<file path="src/rtl/drive_io_pkg.sv">
// constants, codes and types shared by the drive i/o, jog and halt logic
package drive_io_pkg;

  // parameter addresses
  localparam logic [15:0] ADDR_REF_POL = 16'h061c;
  localparam logic [15:0] ADDR_NEG_POL = 16'h061e;
  localparam logic [15:0] ADDR_POS_POL = 16'h0620;
  localparam logic [15:0] ADDR_HALT_TYPE = 16'h062e;
  localparam logic [15:0] ADDR_PIN_TWO = 16'h0724;
  localparam logic [15:0] ADDR_PIN_THREE = 16'h0726;
  localparam logic [15:0] ADDR_PIN_FOUR = 16'h0728;
  localparam logic [15:0] ADDR_OUT_BITS = 16'h0822;
  localparam logic [15:0] ADDR_JOG_REQ = 16'h2900;
  localparam logic [15:0] ADDR_JOG_SLOW = 16'h2908;
  localparam logic [15:0] ADDR_JOG_FAST = 16'h290a;
  localparam logic [15:0] ADDR_JOG_STEP = 16'h290e;
  localparam logic [15:0] ADDR_JOG_WAIT = 16'h2910;

  // values after reset
  localparam logic [15:0] RST_REF_POL = 16'h0001;
  localparam logic [15:0] RST_NEG_POL = 16'h0001;
  localparam logic [15:0] RST_POS_POL = 16'h0001;
  localparam logic [15:0] RST_HALT_TYPE = 16'h0003;
  localparam logic [15:0] RST_PIN_FUNC = 16'h0000;
  localparam logic [15:0] RST_OUT_BITS = 16'h0000;
  localparam logic [15:0] RST_JOG_REQ = 16'h0000;
  localparam logic [15:0] RST_JOG_SLOW = 16'h003c;
  localparam logic [15:0] RST_JOG_FAST = 16'h00b4;
  localparam logic [31:0] RST_JOG_STEP = 32'h00000001;
  localparam logic [15:0] RST_JOG_WAIT = 16'h01f4;

  // pin function codes
  localparam logic [15:0] FN_NONE = 16'h0000;
  localparam logic [15:0] FN_FREE_IN = 16'h0001;
  localparam logic [15:0] FN_FAULT_RESET = 16'h0002;
  localparam logic [15:0] FN_ENABLE = 16'h0003;
  localparam logic [15:0] FN_HALT = 16'h0004;
  localparam logic [15:0] FN_JOG_POS = 16'h0009;
  localparam logic [15:0] FN_JOG_NEG = 16'h000a;
  localparam logic [15:0] FN_JOG_FAST = 16'h000b;
  localparam logic [15:0] FN_REF_SWITCH = 16'h0014;
  localparam logic [15:0] FN_NEG_LIMIT = 16'h0016;
  localparam logic [15:0] FN_FREE_OUT = 16'h0065;
  localparam logic [15:0] FN_NO_FAULT_OUT = 16'h0066;
  localparam logic [15:0] FN_READY_OUT = 16'h0067;

  // switch evaluation and halt codes
  localparam logic [15:0] POL_INACTIVE = 16'h0000;
  localparam logic [15:0] POL_NC = 16'h0001;
  localparam logic [15:0] POL_NO = 16'h0002;
  localparam logic [15:0] HALT_DECEL_RAMP = 16'h0001;
  localparam logic [15:0] HALT_TORQUE_RAMP = 16'h0003;

  // value ranges
  localparam logic [15:0] SPEED_MIN = 16'h0001;
  localparam logic [15:0] SPEED_MAX = 16'h3390;
  localparam logic [15:0] WAIT_MIN = 16'h0001;
  localparam logic [15:0] WAIT_MAX = 16'h7fff;
  localparam logic [31:0] STEP_MAX = 32'h7fffffff;
  localparam logic [15:0] JOG_REQ_MAX = 16'h0007;

  // bit positions
  localparam int JOG_BIT_POS = 0;
  localparam int JOG_BIT_NEG = 1;
  localparam int JOG_BIT_FAST = 2;
  localparam int OUT_BIT_FIRST = 0;
  localparam int OUT_BIT_SECOND = 1;

  // timing
  localparam int CLOCK_PERIOD_NS = 20;
  localparam int NS_PER_MS = 1000000;
  localparam int MS_CYCLES_DEFAULT = NS_PER_MS / CLOCK_PERIOD_NS;

  typedef enum logic [3:0] {
    JOG_IDLE = 4'b0001,
    JOG_STEP = 4'b0010,
    JOG_WAIT = 4'b0100,
    JOG_RUN = 4'b1000
  } jog_state_e;

endpackage

</file>
<file path="src/rtl/pin_function_decode.sv">
// function decode, input synchroniser and output drive of one multipurpose pin
`timescale 1ns/1ns
module pin_function_decode
  import drive_io_pkg::*;
#(
  parameter bit ALLOW_NEG_LIMIT = 1'b0
) (
  input wire logic core_clk,
  input wire logic reset,
  input wire logic pinIn,
  input wire logic [15:0] funcCode,
  input wire logic localMode,
  input wire logic freeOutBit,
  input wire logic noFault,
  input wire logic ready,
  output logic pinOut,
  output logic pinOe,
  output logic level,
  output logic actFaultReset,
  output logic actEnable,
  output logic actHalt,
  output logic actJogPos,
  output logic actJogNeg,
  output logic actJogFast,
  output logic selRef,
  output logic selNegLimit
);

  logic syncA_q;
  logic syncB_q;

  always_ff @(posedge core_clk) begin
    if (reset) begin
      syncA_q <= 1'b0;
      syncB_q <= 1'b0;
    end else begin
      syncA_q <= pinIn;
      syncB_q <= syncA_q;
    end
  end

  assign level = syncB_q;
  assign selRef = (funcCode == FN_REF_SWITCH);
  assign selNegLimit = ALLOW_NEG_LIMIT && (funcCode == FN_NEG_LIMIT);

  always_ff @(posedge core_clk) begin
    if (reset) begin
      actFaultReset <= 1'b0;
      actEnable <= 1'b0;
      actHalt <= 1'b0;
      actJogPos <= 1'b0;
      actJogNeg <= 1'b0;
      actJogFast <= 1'b0;
      pinOut <= 1'b0;
      pinOe <= 1'b0;
    end else begin
      actFaultReset <= syncB_q && localMode && (funcCode == FN_FAULT_RESET);
      actEnable <= syncB_q && localMode && (funcCode == FN_ENABLE);
      actHalt <= syncB_q && (funcCode == FN_HALT);
      actJogPos <= syncB_q && (funcCode == FN_JOG_POS);
      actJogNeg <= syncB_q && (funcCode == FN_JOG_NEG);
      actJogFast <= syncB_q && (funcCode == FN_JOG_FAST);
      pinOe <= (funcCode >= FN_FREE_OUT) && (funcCode <= FN_READY_OUT);
      pinOut <= ((funcCode == FN_FREE_OUT) && freeOutBit) ||
                ((funcCode == FN_NO_FAULT_OUT) && noFault) ||
                ((funcCode == FN_READY_OUT) && ready);
    end
  end
endmodule

</file>
<file path="src/rtl/drive_io_jog_halt_config.sv">
// parameter registers, switch evaluation, jog sequencing and halt selection
// Contract
// - pin two accepts listed codes incl. negative limit
// - fault reset and enable act in local mode
// - pins three, four accept codes without limit
// - negative limit: off, NC, NO; default NC
// - positive limit: off, NC, NO; nothing above two
// - reference switch: NC or NO only, default NC
// - reference switch evaluated only during homing
// - jog word: bit0 positive, bit1 negative, bit2 fast
// - both directions from idle start nothing
// - both directions while running change nothing
// - fast speed 1..13200, default 180, clamped
// - slow speed 1..13200, default 60, clamped
// - step distance zero continuous, positive steps
// - nonzero step waits 1..32767 ms before run
// - zero step ignores wait, runs at once
// - halt type one decel ramp, three torque
// - ramp from deceleration, torque from halt current
// - decel ramp only with profile generator
// - direct output bits only drive free outputs
`timescale 1ns/1ns
module drive_io_jog_halt_config
  import drive_io_pkg::*;
#(
  parameter int MS_CYCLES = MS_CYCLES_DEFAULT
) (
  input wire logic core_clk,
  input wire logic reset,
  input wire logic [15:0] paramAddr,
  input wire logic paramWrite,
  input wire logic paramRead,
  input wire logic [31:0] paramWrData,
  output logic [31:0] paramRdData,
  output logic paramAck,
  output logic paramReject,
  input wire logic [2:0] multiPinIn,
  output logic [2:0] multiPinOut,
  output logic [2:0] multiPinOe,
  input wire logic positiveEndSwitchIn,
  input wire logic firstOutputIsFree,
  output logic firstOutput,
  input wire logic localMode,
  input wire logic noFault,
  input wire logic driveReady,
  input wire logic homingActive,
  input wire logic profileGenMode,
  input wire logic jogStepDone,
  input wire logic [15:0] maxRampSpeed,
  input wire logic [31:0] decelerationSetting,
  input wire logic [15:0] haltCurrentLimit,
  output logic negLimitHit,
  output logic posLimitHit,
  output logic refSwitchHit,
  output logic faultResetReq,
  output logic enableReq,
  output logic haltReq,
  output logic haltUseDecelRamp,
  output logic [31:0] haltRampValue,
  output logic jogActive,
  output logic jogContinuous,
  output logic jogNegative,
  output logic jogStepStart,
  output logic [31:0] jogStepDistance,
  output logic [15:0] jogSpeed
);

  logic [15:0] refPol_q;
  logic [15:0] negPol_q;
  logic [15:0] posPol_q;
  logic [15:0] haltType_q;
  logic [15:0] pinFunc_q [3];
  logic [15:0] outBits_q;
  logic [15:0] jogReq_q;
  logic [15:0] jogSlow_q;
  logic [15:0] jogFast_q;
  logic [31:0] jogStep_q;
  logic [15:0] jogWait_q;

  logic [31:0] rdMux;
  logic addrHit;
  logic valueOk;

  function automatic logic pin_code_ok(input logic [15:0] c, input logic allowLimit);
    pin_code_ok = (c == FN_NONE) || (c == FN_FREE_IN) || (c == FN_FAULT_RESET) ||
                  (c == FN_ENABLE) || (c == FN_HALT) || (c == FN_JOG_POS) ||
                  (c == FN_JOG_NEG) || (c == FN_JOG_FAST) || (c == FN_REF_SWITCH) ||
                  (allowLimit && (c == FN_NEG_LIMIT)) ||
                  ((c >= FN_FREE_OUT) && (c <= FN_READY_OUT));
  endfunction

  function automatic logic switch_active(input logic [15:0] pol, input logic lvl);
    switch_active = ((pol == POL_NC) && !lvl) || ((pol == POL_NO) && lvl);
  endfunction

  // address decode and value range checks
  always_comb begin
    addrHit = 1'b1;
    valueOk = 1'b1;
    rdMux = 32'h00000000;
    unique case (paramAddr)
      ADDR_REF_POL: begin
        rdMux = {16'h0000, refPol_q};
        valueOk = (paramWrData == {16'h0000, POL_NC}) ||
                  (paramWrData == {16'h0000, POL_NO});
      end
      ADDR_NEG_POL: begin
        rdMux = {16'h0000, negPol_q};
        valueOk = paramWrData <= {16'h0000, POL_NO};
      end
      ADDR_POS_POL: begin
        rdMux = {16'h0000, posPol_q};
        valueOk = paramWrData <= {16'h0000, POL_NO};
      end
      ADDR_HALT_TYPE: begin
        rdMux = {16'h0000, haltType_q};
        valueOk = (paramWrData == {16'h0000, HALT_DECEL_RAMP}) ||
                  (paramWrData == {16'h0000, HALT_TORQUE_RAMP});
      end
      ADDR_PIN_TWO: begin
        rdMux = {16'h0000, pinFunc_q[0]};
        valueOk = (paramWrData[31:16] == 16'h0000) &&
                  pin_code_ok(paramWrData[15:0], 1'b1);
      end
      ADDR_PIN_THREE: begin
        rdMux = {16'h0000, pinFunc_q[1]};
        valueOk = (paramWrData[31:16] == 16'h0000) &&
                  pin_code_ok(paramWrData[15:0], 1'b0);
      end
      ADDR_PIN_FOUR: begin
        rdMux = {16'h0000, pinFunc_q[2]};
        valueOk = (paramWrData[31:16] == 16'h0000) &&
                  pin_code_ok(paramWrData[15:0], 1'b0);
      end
      ADDR_OUT_BITS: begin
        rdMux = {16'h0000, outBits_q};
        valueOk = paramWrData[31:16] == 16'h0000;
      end
      ADDR_JOG_REQ: begin
        rdMux = {16'h0000, jogReq_q};
        valueOk = paramWrData <= {16'h0000, JOG_REQ_MAX};
      end
      ADDR_JOG_SLOW: begin
        rdMux = {16'h0000, jogSlow_q};
        valueOk = (paramWrData >= {16'h0000, SPEED_MIN}) &&
                  (paramWrData <= {16'h0000, SPEED_MAX});
      end
      ADDR_JOG_FAST: begin
        rdMux = {16'h0000, jogFast_q};
        valueOk = (paramWrData >= {16'h0000, SPEED_MIN}) &&
                  (paramWrData <= {16'h0000, SPEED_MAX});
      end
      ADDR_JOG_STEP: begin
        rdMux = jogStep_q;
        valueOk = paramWrData <= STEP_MAX;
      end
      ADDR_JOG_WAIT: begin
        rdMux = {16'h0000, jogWait_q};
        valueOk = (paramWrData >= {16'h0000, WAIT_MIN}) &&
                  (paramWrData <= {16'h0000, WAIT_MAX});
      end
      default: begin
        addrHit = 1'b0;
        valueOk = 1'b0;
      end
    endcase
  end

  // parameter storage; an out-of-range write leaves the old value
  always_ff @(posedge core_clk) begin
    if (reset) begin
      refPol_q <= RST_REF_POL;
      negPol_q <= RST_NEG_POL;
      posPol_q <= RST_POS_POL;
      haltType_q <= RST_HALT_TYPE;
      pinFunc_q[0] <= RST_PIN_FUNC;
      pinFunc_q[1] <= RST_PIN_FUNC;
      pinFunc_q[2] <= RST_PIN_FUNC;
      outBits_q <= RST_OUT_BITS;
      jogReq_q <= RST_JOG_REQ;
      jogSlow_q <= RST_JOG_SLOW;
      jogFast_q <= RST_JOG_FAST;
      jogStep_q <= RST_JOG_STEP;
      jogWait_q <= RST_JOG_WAIT;
    end else if (paramWrite && valueOk) begin
      unique case (paramAddr)
        ADDR_REF_POL: refPol_q <= paramWrData[15:0];
        ADDR_NEG_POL: negPol_q <= paramWrData[15:0];
        ADDR_POS_POL: posPol_q <= paramWrData[15:0];
        ADDR_HALT_TYPE: haltType_q <= paramWrData[15:0];
        ADDR_PIN_TWO: pinFunc_q[0] <= paramWrData[15:0];
        ADDR_PIN_THREE: pinFunc_q[1] <= paramWrData[15:0];
        ADDR_PIN_FOUR: pinFunc_q[2] <= paramWrData[15:0];
        ADDR_OUT_BITS: outBits_q <= paramWrData[15:0];
        ADDR_JOG_REQ: jogReq_q <= paramWrData[15:0];
        ADDR_JOG_SLOW: jogSlow_q <= paramWrData[15:0];
        ADDR_JOG_FAST: jogFast_q <= paramWrData[15:0];
        ADDR_JOG_STEP: jogStep_q <= paramWrData;
        ADDR_JOG_WAIT: jogWait_q <= paramWrData[15:0];
        default: ;
      endcase
    end
  end

  // one answer per strobe, the cycle after it
  always_ff @(posedge core_clk) begin
    if (reset) begin
      paramAck <= 1'b0;
      paramReject <= 1'b0;
      paramRdData <= 32'h00000000;
    end else begin
      paramAck <= (paramWrite && valueOk) || (paramRead && addrHit);
      paramReject <= (paramWrite && !valueOk) || (paramRead && !addrHit);
      if (paramRead) begin
        paramRdData <= rdMux;
      end
    end
  end

  // multipurpose pins two to four
  logic [2:0] pinLevel;
  logic [2:0] pinFaultReset;
  logic [2:0] pinEnable;
  logic [2:0] pinHalt;
  logic [2:0] pinJogPos;
  logic [2:0] pinJogNeg;
  logic [2:0] pinJogFast;
  logic [2:0] pinSelRef;
  logic [2:0] pinSelNeg;

  for (genvar i = 0; i < 3; i++) begin : g_pin
    pin_function_decode #(
      .ALLOW_NEG_LIMIT(i == 0)
    ) u_pin (
      .core_clk(core_clk),
      .reset(reset),
      .pinIn(multiPinIn[i]),
      .funcCode(pinFunc_q[i]),
      .localMode(localMode),
      .freeOutBit(i == 0 ? outBits_q[OUT_BIT_SECOND] : 1'b0),
      .noFault(noFault),
      .ready(driveReady),
      .pinOut(multiPinOut[i]),
      .pinOe(multiPinOe[i]),
      .level(pinLevel[i]),
      .actFaultReset(pinFaultReset[i]),
      .actEnable(pinEnable[i]),
      .actHalt(pinHalt[i]),
      .actJogPos(pinJogPos[i]),
      .actJogNeg(pinJogNeg[i]),
      .actJogFast(pinJogFast[i]),
      .selRef(pinSelRef[i]),
      .selNegLimit(pinSelNeg[i])
    );
  end

  assign faultResetReq = |pinFaultReset;
  assign enableReq = |pinEnable;
  assign haltReq = |pinHalt;

  // switch evaluation
  logic posSyncA_q;
  logic posSyncB_q;
  logic negPresent;
  logic negLevel;
  logic refPresent;
  logic refLevel;

  assign negPresent = |pinSelNeg;
  assign negLevel = |(pinSelNeg & pinLevel);
  assign refPresent = |pinSelRef;
  assign refLevel = |(pinSelRef & pinLevel);

  always_ff @(posedge core_clk) begin
    if (reset) begin
      posSyncA_q <= 1'b0;
      posSyncB_q <= 1'b0;
      negLimitHit <= 1'b0;
      posLimitHit <= 1'b0;
      refSwitchHit <= 1'b0;
      firstOutput <= 1'b0;
    end else begin
      posSyncA_q <= positiveEndSwitchIn;
      posSyncB_q <= posSyncA_q;
      negLimitHit <= negPresent && switch_active(negPol_q, negLevel);
      posLimitHit <= switch_active(posPol_q, posSyncB_q);
      refSwitchHit <= homingActive && refPresent && switch_active(refPol_q, refLevel);
      firstOutput <= firstOutputIsFree && outBits_q[OUT_BIT_FIRST];
    end
  end

  // halt reaction
  always_ff @(posedge core_clk) begin
    if (reset) begin
      haltUseDecelRamp <= 1'b0;
      haltRampValue <= 32'h00000000;
    end else begin
      haltUseDecelRamp <= profileGenMode && (haltType_q == HALT_DECEL_RAMP);
      if (profileGenMode && (haltType_q == HALT_DECEL_RAMP)) begin
        haltRampValue <= decelerationSetting;
      end else begin
        haltRampValue <= {16'h0000, haltCurrentLimit};
      end
    end
  end

  // jog sequencing
  jog_state_e jogState_q;
  logic reqPos;
  logic reqNeg;
  logic reqFast;
  logic held;
  logic msTick;
  logic [31:0] msPre_q;
  logic [15:0] msCount_q;

  assign reqPos = jogReq_q[JOG_BIT_POS] || (|pinJogPos);
  assign reqNeg = jogReq_q[JOG_BIT_NEG] || (|pinJogNeg);
  assign reqFast = jogReq_q[JOG_BIT_FAST] || (|pinJogFast);
  assign held = jogNegative ? reqNeg : reqPos;
  assign msTick = msPre_q == 32'(MS_CYCLES - 1);

  always_ff @(posedge core_clk) begin
    if (reset) begin
      jogState_q <= JOG_IDLE;
      jogNegative <= 1'b0;
      jogStepStart <= 1'b0;
    end else begin
      jogStepStart <= 1'b0;
      unique case (jogState_q)
        JOG_IDLE: begin
          if ((reqPos != reqNeg) && !haltReq) begin
            jogNegative <= reqNeg;
            if (jogStep_q == 32'h00000000) begin
              jogState_q <= JOG_RUN;
            end else begin
              jogState_q <= JOG_STEP;
              jogStepStart <= 1'b1;
            end
          end
        end
        JOG_STEP: begin
          if (!held || haltReq) begin
            jogState_q <= JOG_IDLE;
          end else if (jogStepDone) begin
            jogState_q <= JOG_WAIT;
          end
        end
        JOG_WAIT: begin
          if (!held || haltReq) begin
            jogState_q <= JOG_IDLE;
          end else if (msCount_q >= jogWait_q) begin
            jogState_q <= JOG_RUN;
          end
        end
        JOG_RUN: begin
          if (!held || haltReq) begin
            jogState_q <= JOG_IDLE;
          end
        end
      endcase
    end
  end

  // millisecond timebase, restarted whenever the wait phase is left
  always_ff @(posedge core_clk) begin
    if (reset) begin
      msPre_q <= 32'h00000000;
      msCount_q <= 16'h0000;
    end else if (jogState_q != JOG_WAIT) begin
      msPre_q <= 32'h00000000;
      msCount_q <= 16'h0000;
    end else if (msTick) begin
      msPre_q <= 32'h00000000;
      msCount_q <= msCount_q + 16'h0001;
    end else begin
      msPre_q <= msPre_q + 32'h00000001;
    end
  end

  // speed and step outputs, speed clamped to the ramp maximum
  always_ff @(posedge core_clk) begin
    if (reset) begin
      jogSpeed <= 16'h0000;
      jogStepDistance <= RST_JOG_STEP;
    end else begin
      jogStepDistance <= jogStep_q;
      if (reqFast) begin
        jogSpeed <= (jogFast_q > maxRampSpeed) ? maxRampSpeed : jogFast_q;
      end else begin
        jogSpeed <= (jogSlow_q > maxRampSpeed) ? maxRampSpeed : jogSlow_q;
      end
    end
  end

  assign jogActive = jogState_q != JOG_IDLE;
  assign jogContinuous = jogState_q == JOG_RUN;
endmodule

</file>
<file path="config.mk">
export PLATFORM = sky130hd
export DESIGN_NAME = drive_io_jog_halt_config
export DESIGN_NICKNAME = d
export VERILOG_FILES = /design/src/rtl/drive_io_pkg.sv /design/src/rtl/pin_function_decode.sv /design/src/rtl/drive_io_jog_halt_config.sv
export SDC_FILE = /design/constraint.sdc
export NUM_CORES = 1
export LEC_CHECK = 0
export BUFFER_PORTS_ARGS = -buffer_cell sky130_fd_sc_hd__clkbuf_2
export CAP_MARGIN = 20
export CORE_ASPECT_RATIO = 1.1
export CORE_MARGIN = 3
export CORE_UTILIZATION = 30
export CTS_CLUSTER_DIAMETER = 50
export DETAILED_ROUTE_END_ITERATION = 7
export SLEW_MARGIN = 20
export SYNTH_ARGS = -nofsm -noshare
export SYNTH_HDL_FRONTEND = slang
export SYNTH_SLANG_ARGS = --single-unit
</file>
<file path="constraint.sdc">
create_clock -name core_clk -period 3.7 [get_ports core_clk]
set_input_delay 0.555 -clock core_clk [delete_from_list [all_inputs] [get_ports core_clk]]
set_output_delay 0.555 -clock core_clk [all_outputs]
set_load 0.05 [all_outputs]
</file>
==> key figures <==
Job
  – Max Cap Violations: 0

Detailed routing
  – WL/cell: 20.0 um
  – Vias per inst: 5.21
  – Post-route ant nets: 0
  – Detailed-route DRC error count: 0
  – 1st-iter DRT viols: 1036
  – Vias: 15301
  – DRT Pass-1 Iters: 5
  – Final wirelength: 58.7 mm

Worst setup path
  – RR Endpoint: refSwitchHit
  – Critical path startpoint: paramWrData[9]
  – Critical path, cell by cell: clkbuf_2, or4_1, or3_4, or4_1, nand4_1, o2111ai_2, o21ai_2, mux2i_1
  – Critical path's slowest cell: o21ai_2
  – Critical path arrival: 3.72 ns
  – R2R setup slack: 0.73 ns
  – R2R depth: 7
  – Worst setup EP type: flop
  – Crit Path Class: input port to flop
  – CP Launch Type: input port
  – CP Data Required Time: 4.25 ns
  – Critical path peak fanout: 16
  – Crit-path most repeated cell: or4_1
  – Reg-to-reg critical path startpoint: pinFunc_q[0][41]
  – Critical Path Max Stage Delay: 0.97 ns

Timing
  – Fmax: 316 MHz
  – Hold Vio Cnt, Final: 0
  – Rel. slew slack: 23.5%
  – Fin Setup TNS: 0 ns
  – Minimum clock period: 3.17 ns
  – Final setup fails: 0
  – Fin. max-slew vios: 0
  – Clock skew: 0.0412 ns
  – RSZ-0062 raised after global routing: no
  – Worst slew pin tran: 1.15 ns
  – Hold Slack: 0.124 ns
  – Crit share post-route: 85.6%
  – Fin worst setup slack: 0.533 ns

Floorplanning
  – Core area: 0.0600 mm^2
  – Die height: 265 um
  – Die W: 241 um
  – Io pins: 259
  – Core Rows: 94
  – Die area: 0.0639 mm^2
  – Starting Density: 30.5%

Finish
  – Post-Layout Inst Area: 0.0225 mm^2
  – Area growth syn-to-layout: 23.3%
  – Total Nets Final: 2306
  – Fin cells: 2939
  – Ant diodes: 0
  – Layout cells sized above 1: 21.4%

Place
  – PortBufs: 258
  – Area after DPL: 0.0206 mm^2
  – DP Wirelength: 44.4 mm
  – Place WS: -0.0481 ns
  – Placed cells: 2843
  – Final GP Congestion: 0.928

Synth
  – YS warnings: 0
  – Avg Inst Size Synth: 9.90 um^2
  – Async S/R FF share, synth: 0%
  – Share of the synthesized area in the top cell type: 41.8%
  – Post-synth EDFFs: 48
  – Netlist cell types: 79
  – Commonest cells post-synth: dfxtp_1 (381), nor2_1 (151), nand2_1 (103)
  – Cell taking the most area after synthesis: dfxtp_1
  – Post-synthesis sequential area ratio: 49.6%
  – Synth Instances: 1846
  – Mapped Area: 0.0183 mm^2
  – Yosys reg bits: 429
  – Dominant cells by area after synthesis: dfxtp_1 (42%), edfxtp_1 (7.9%), mux2i_1 (4.7%)
  – Top FF cell, synth: dfxtp_1
  – Most frequent cell after synthesis: dfxtp_1

CTS
  – Post_cts resized: 0
  – Root buffer cell: clkbuf_16
  – Hold-fix buffer count after cts: 0
  – Num Clock Sinks: 429
  – Num CTS Buffers: 52
  – Clk slew on worst S/H paths: 0.06 ns
  – CTS tree: yes
  – Clock buffer depth: 3
  – Clock insertion delay at the later pin of the skew report: 0.63 ns
  – CTS H-tree depth: 2
  – Postcts setup bufs: 0

Global routing
  – Vias in the first global route: 14939
  – GRT Util Overall: 17.7%
  – Largest net degree at the start of global routing: 114
  – First-pass GRT wire length: 88.0 mm
  – Total gr overflow: 0
  – Initial antenna violation count: 0

Power
  – Max VDD drop: 0.356 mV
  – PwrDens: 472 mW/mm^2
  – Leakage power: 0.00947 uW

Run status
  – Outcome: complete, no violations

Hold path
  – Hold Path Class: input port to flop
  – Worst hold path stage count: 3
  – Hold endpoint: firstOutput
  – Hold_sp: firstOutputIsFree
==> final cells by class <==
type	count	area (um^2)
clock buffers	67	1480
clock inverters	29	378
fillers	5952	37500
inverters	59	221
multi-input cells	1280	8690
flip-flops and latches	429	9070
well taps	768	961
repair buffers	307	1720
==> through the flow <==
stage	total power, uW	util, %
6_report	10600	37.5
5_1_grt	11000	37.5
4_1_cts	10800	37.5
3_5_place_dp	5350	34.4
3_3_place_gp	5340	34.4
2_1_floorplan	5140	-
==> state kept, by name (all words and copies together), names as in the netlist, 4 cells and up <==
signal and cells:
jogReq_q 16, msPre_q 32, jogStep_q 32, paramRdData 32
haltType_q 16, posPol_q 16, jogStepDistance 32, pinFunc_q 48
outBits_q 16, msCount_q 16, jogState_q 4, haltRampValue 32
jogWait_q 16, negPol_q 16, jogFast_q 16, jogSlow_q 16
refPol_q 16, jogSpeed 16
==> report_power, final <==
part | switching [uW] | internal (uW) | leakage [uW]
Combinational | 294 | 151 | 0.00502
Sequential | 45.0 | 4760 | 0.00354
Clock | 2140 | 3230 | 0.000909
==> layer usage <==
layer / routed length (um) / vias to the layer above / global-route usage, %
met2: 28800 / 540 / 30.4
met5: 0 / - / 0
met1: 24200 / 7450 / 21.8
li1: - / 7213 / -
met4: 2210 / 0 / 7.11
met3: 3530 / 98 / 3.10
==> critical path: cells and delay by family <==
kind / cells / cell delay (ns)
muxes: 1 / 0.29
and+or+nand+nor: 4 / 1.48
AOI/OAI and AO/OA: 2 / 1.27
buffers and inverters: 1 / 0.10
==> how the worst max path moves through the flow <==
stage	end	depth (start not counted)
floorplan	jogReq_q[10]	9
global placement	jogWait_q[10]	8
detailed placement	jogSlow_q[6]	8
CTS	jogWait_q[8]	8
global route	jogSlow_q[2]	8
finish	jogSlow_q[6]	8
==> cells by family (layout without fill, tap and decap cells) <==
group | count (synthesis) | after routing | synth area share [%]
AOI/OAI and AO/OA | 301 | 301 | 12.1
xor gates and xnor gates | 42 | 42 | 2.01
adders and majority gates | 50 | 50 | 3.42
buffers and inverters | 163 | 462 | 3.62
DFF | 429 | 429 | 49.6
muxes | 104 | 104 | 5.82
other | 1 | 27 | 0.0205
and+or+nand+nor | 756 | 756 | 23.4
==> placed cells by master (no fill, tap or decap), types with 55 or more instances in the layout <==
master / count
a21oi_1: 55
a22oi_1: 99
clkbuf_2: 257
dfxtp_1: 381
inv_1: 59
mux2i_1: 86
nand2_1: 103
nand2b_1: 93
nand3_1: 60
nor2_1: 150
nor3b_1: 78
(Power assumes the default switching activity.)
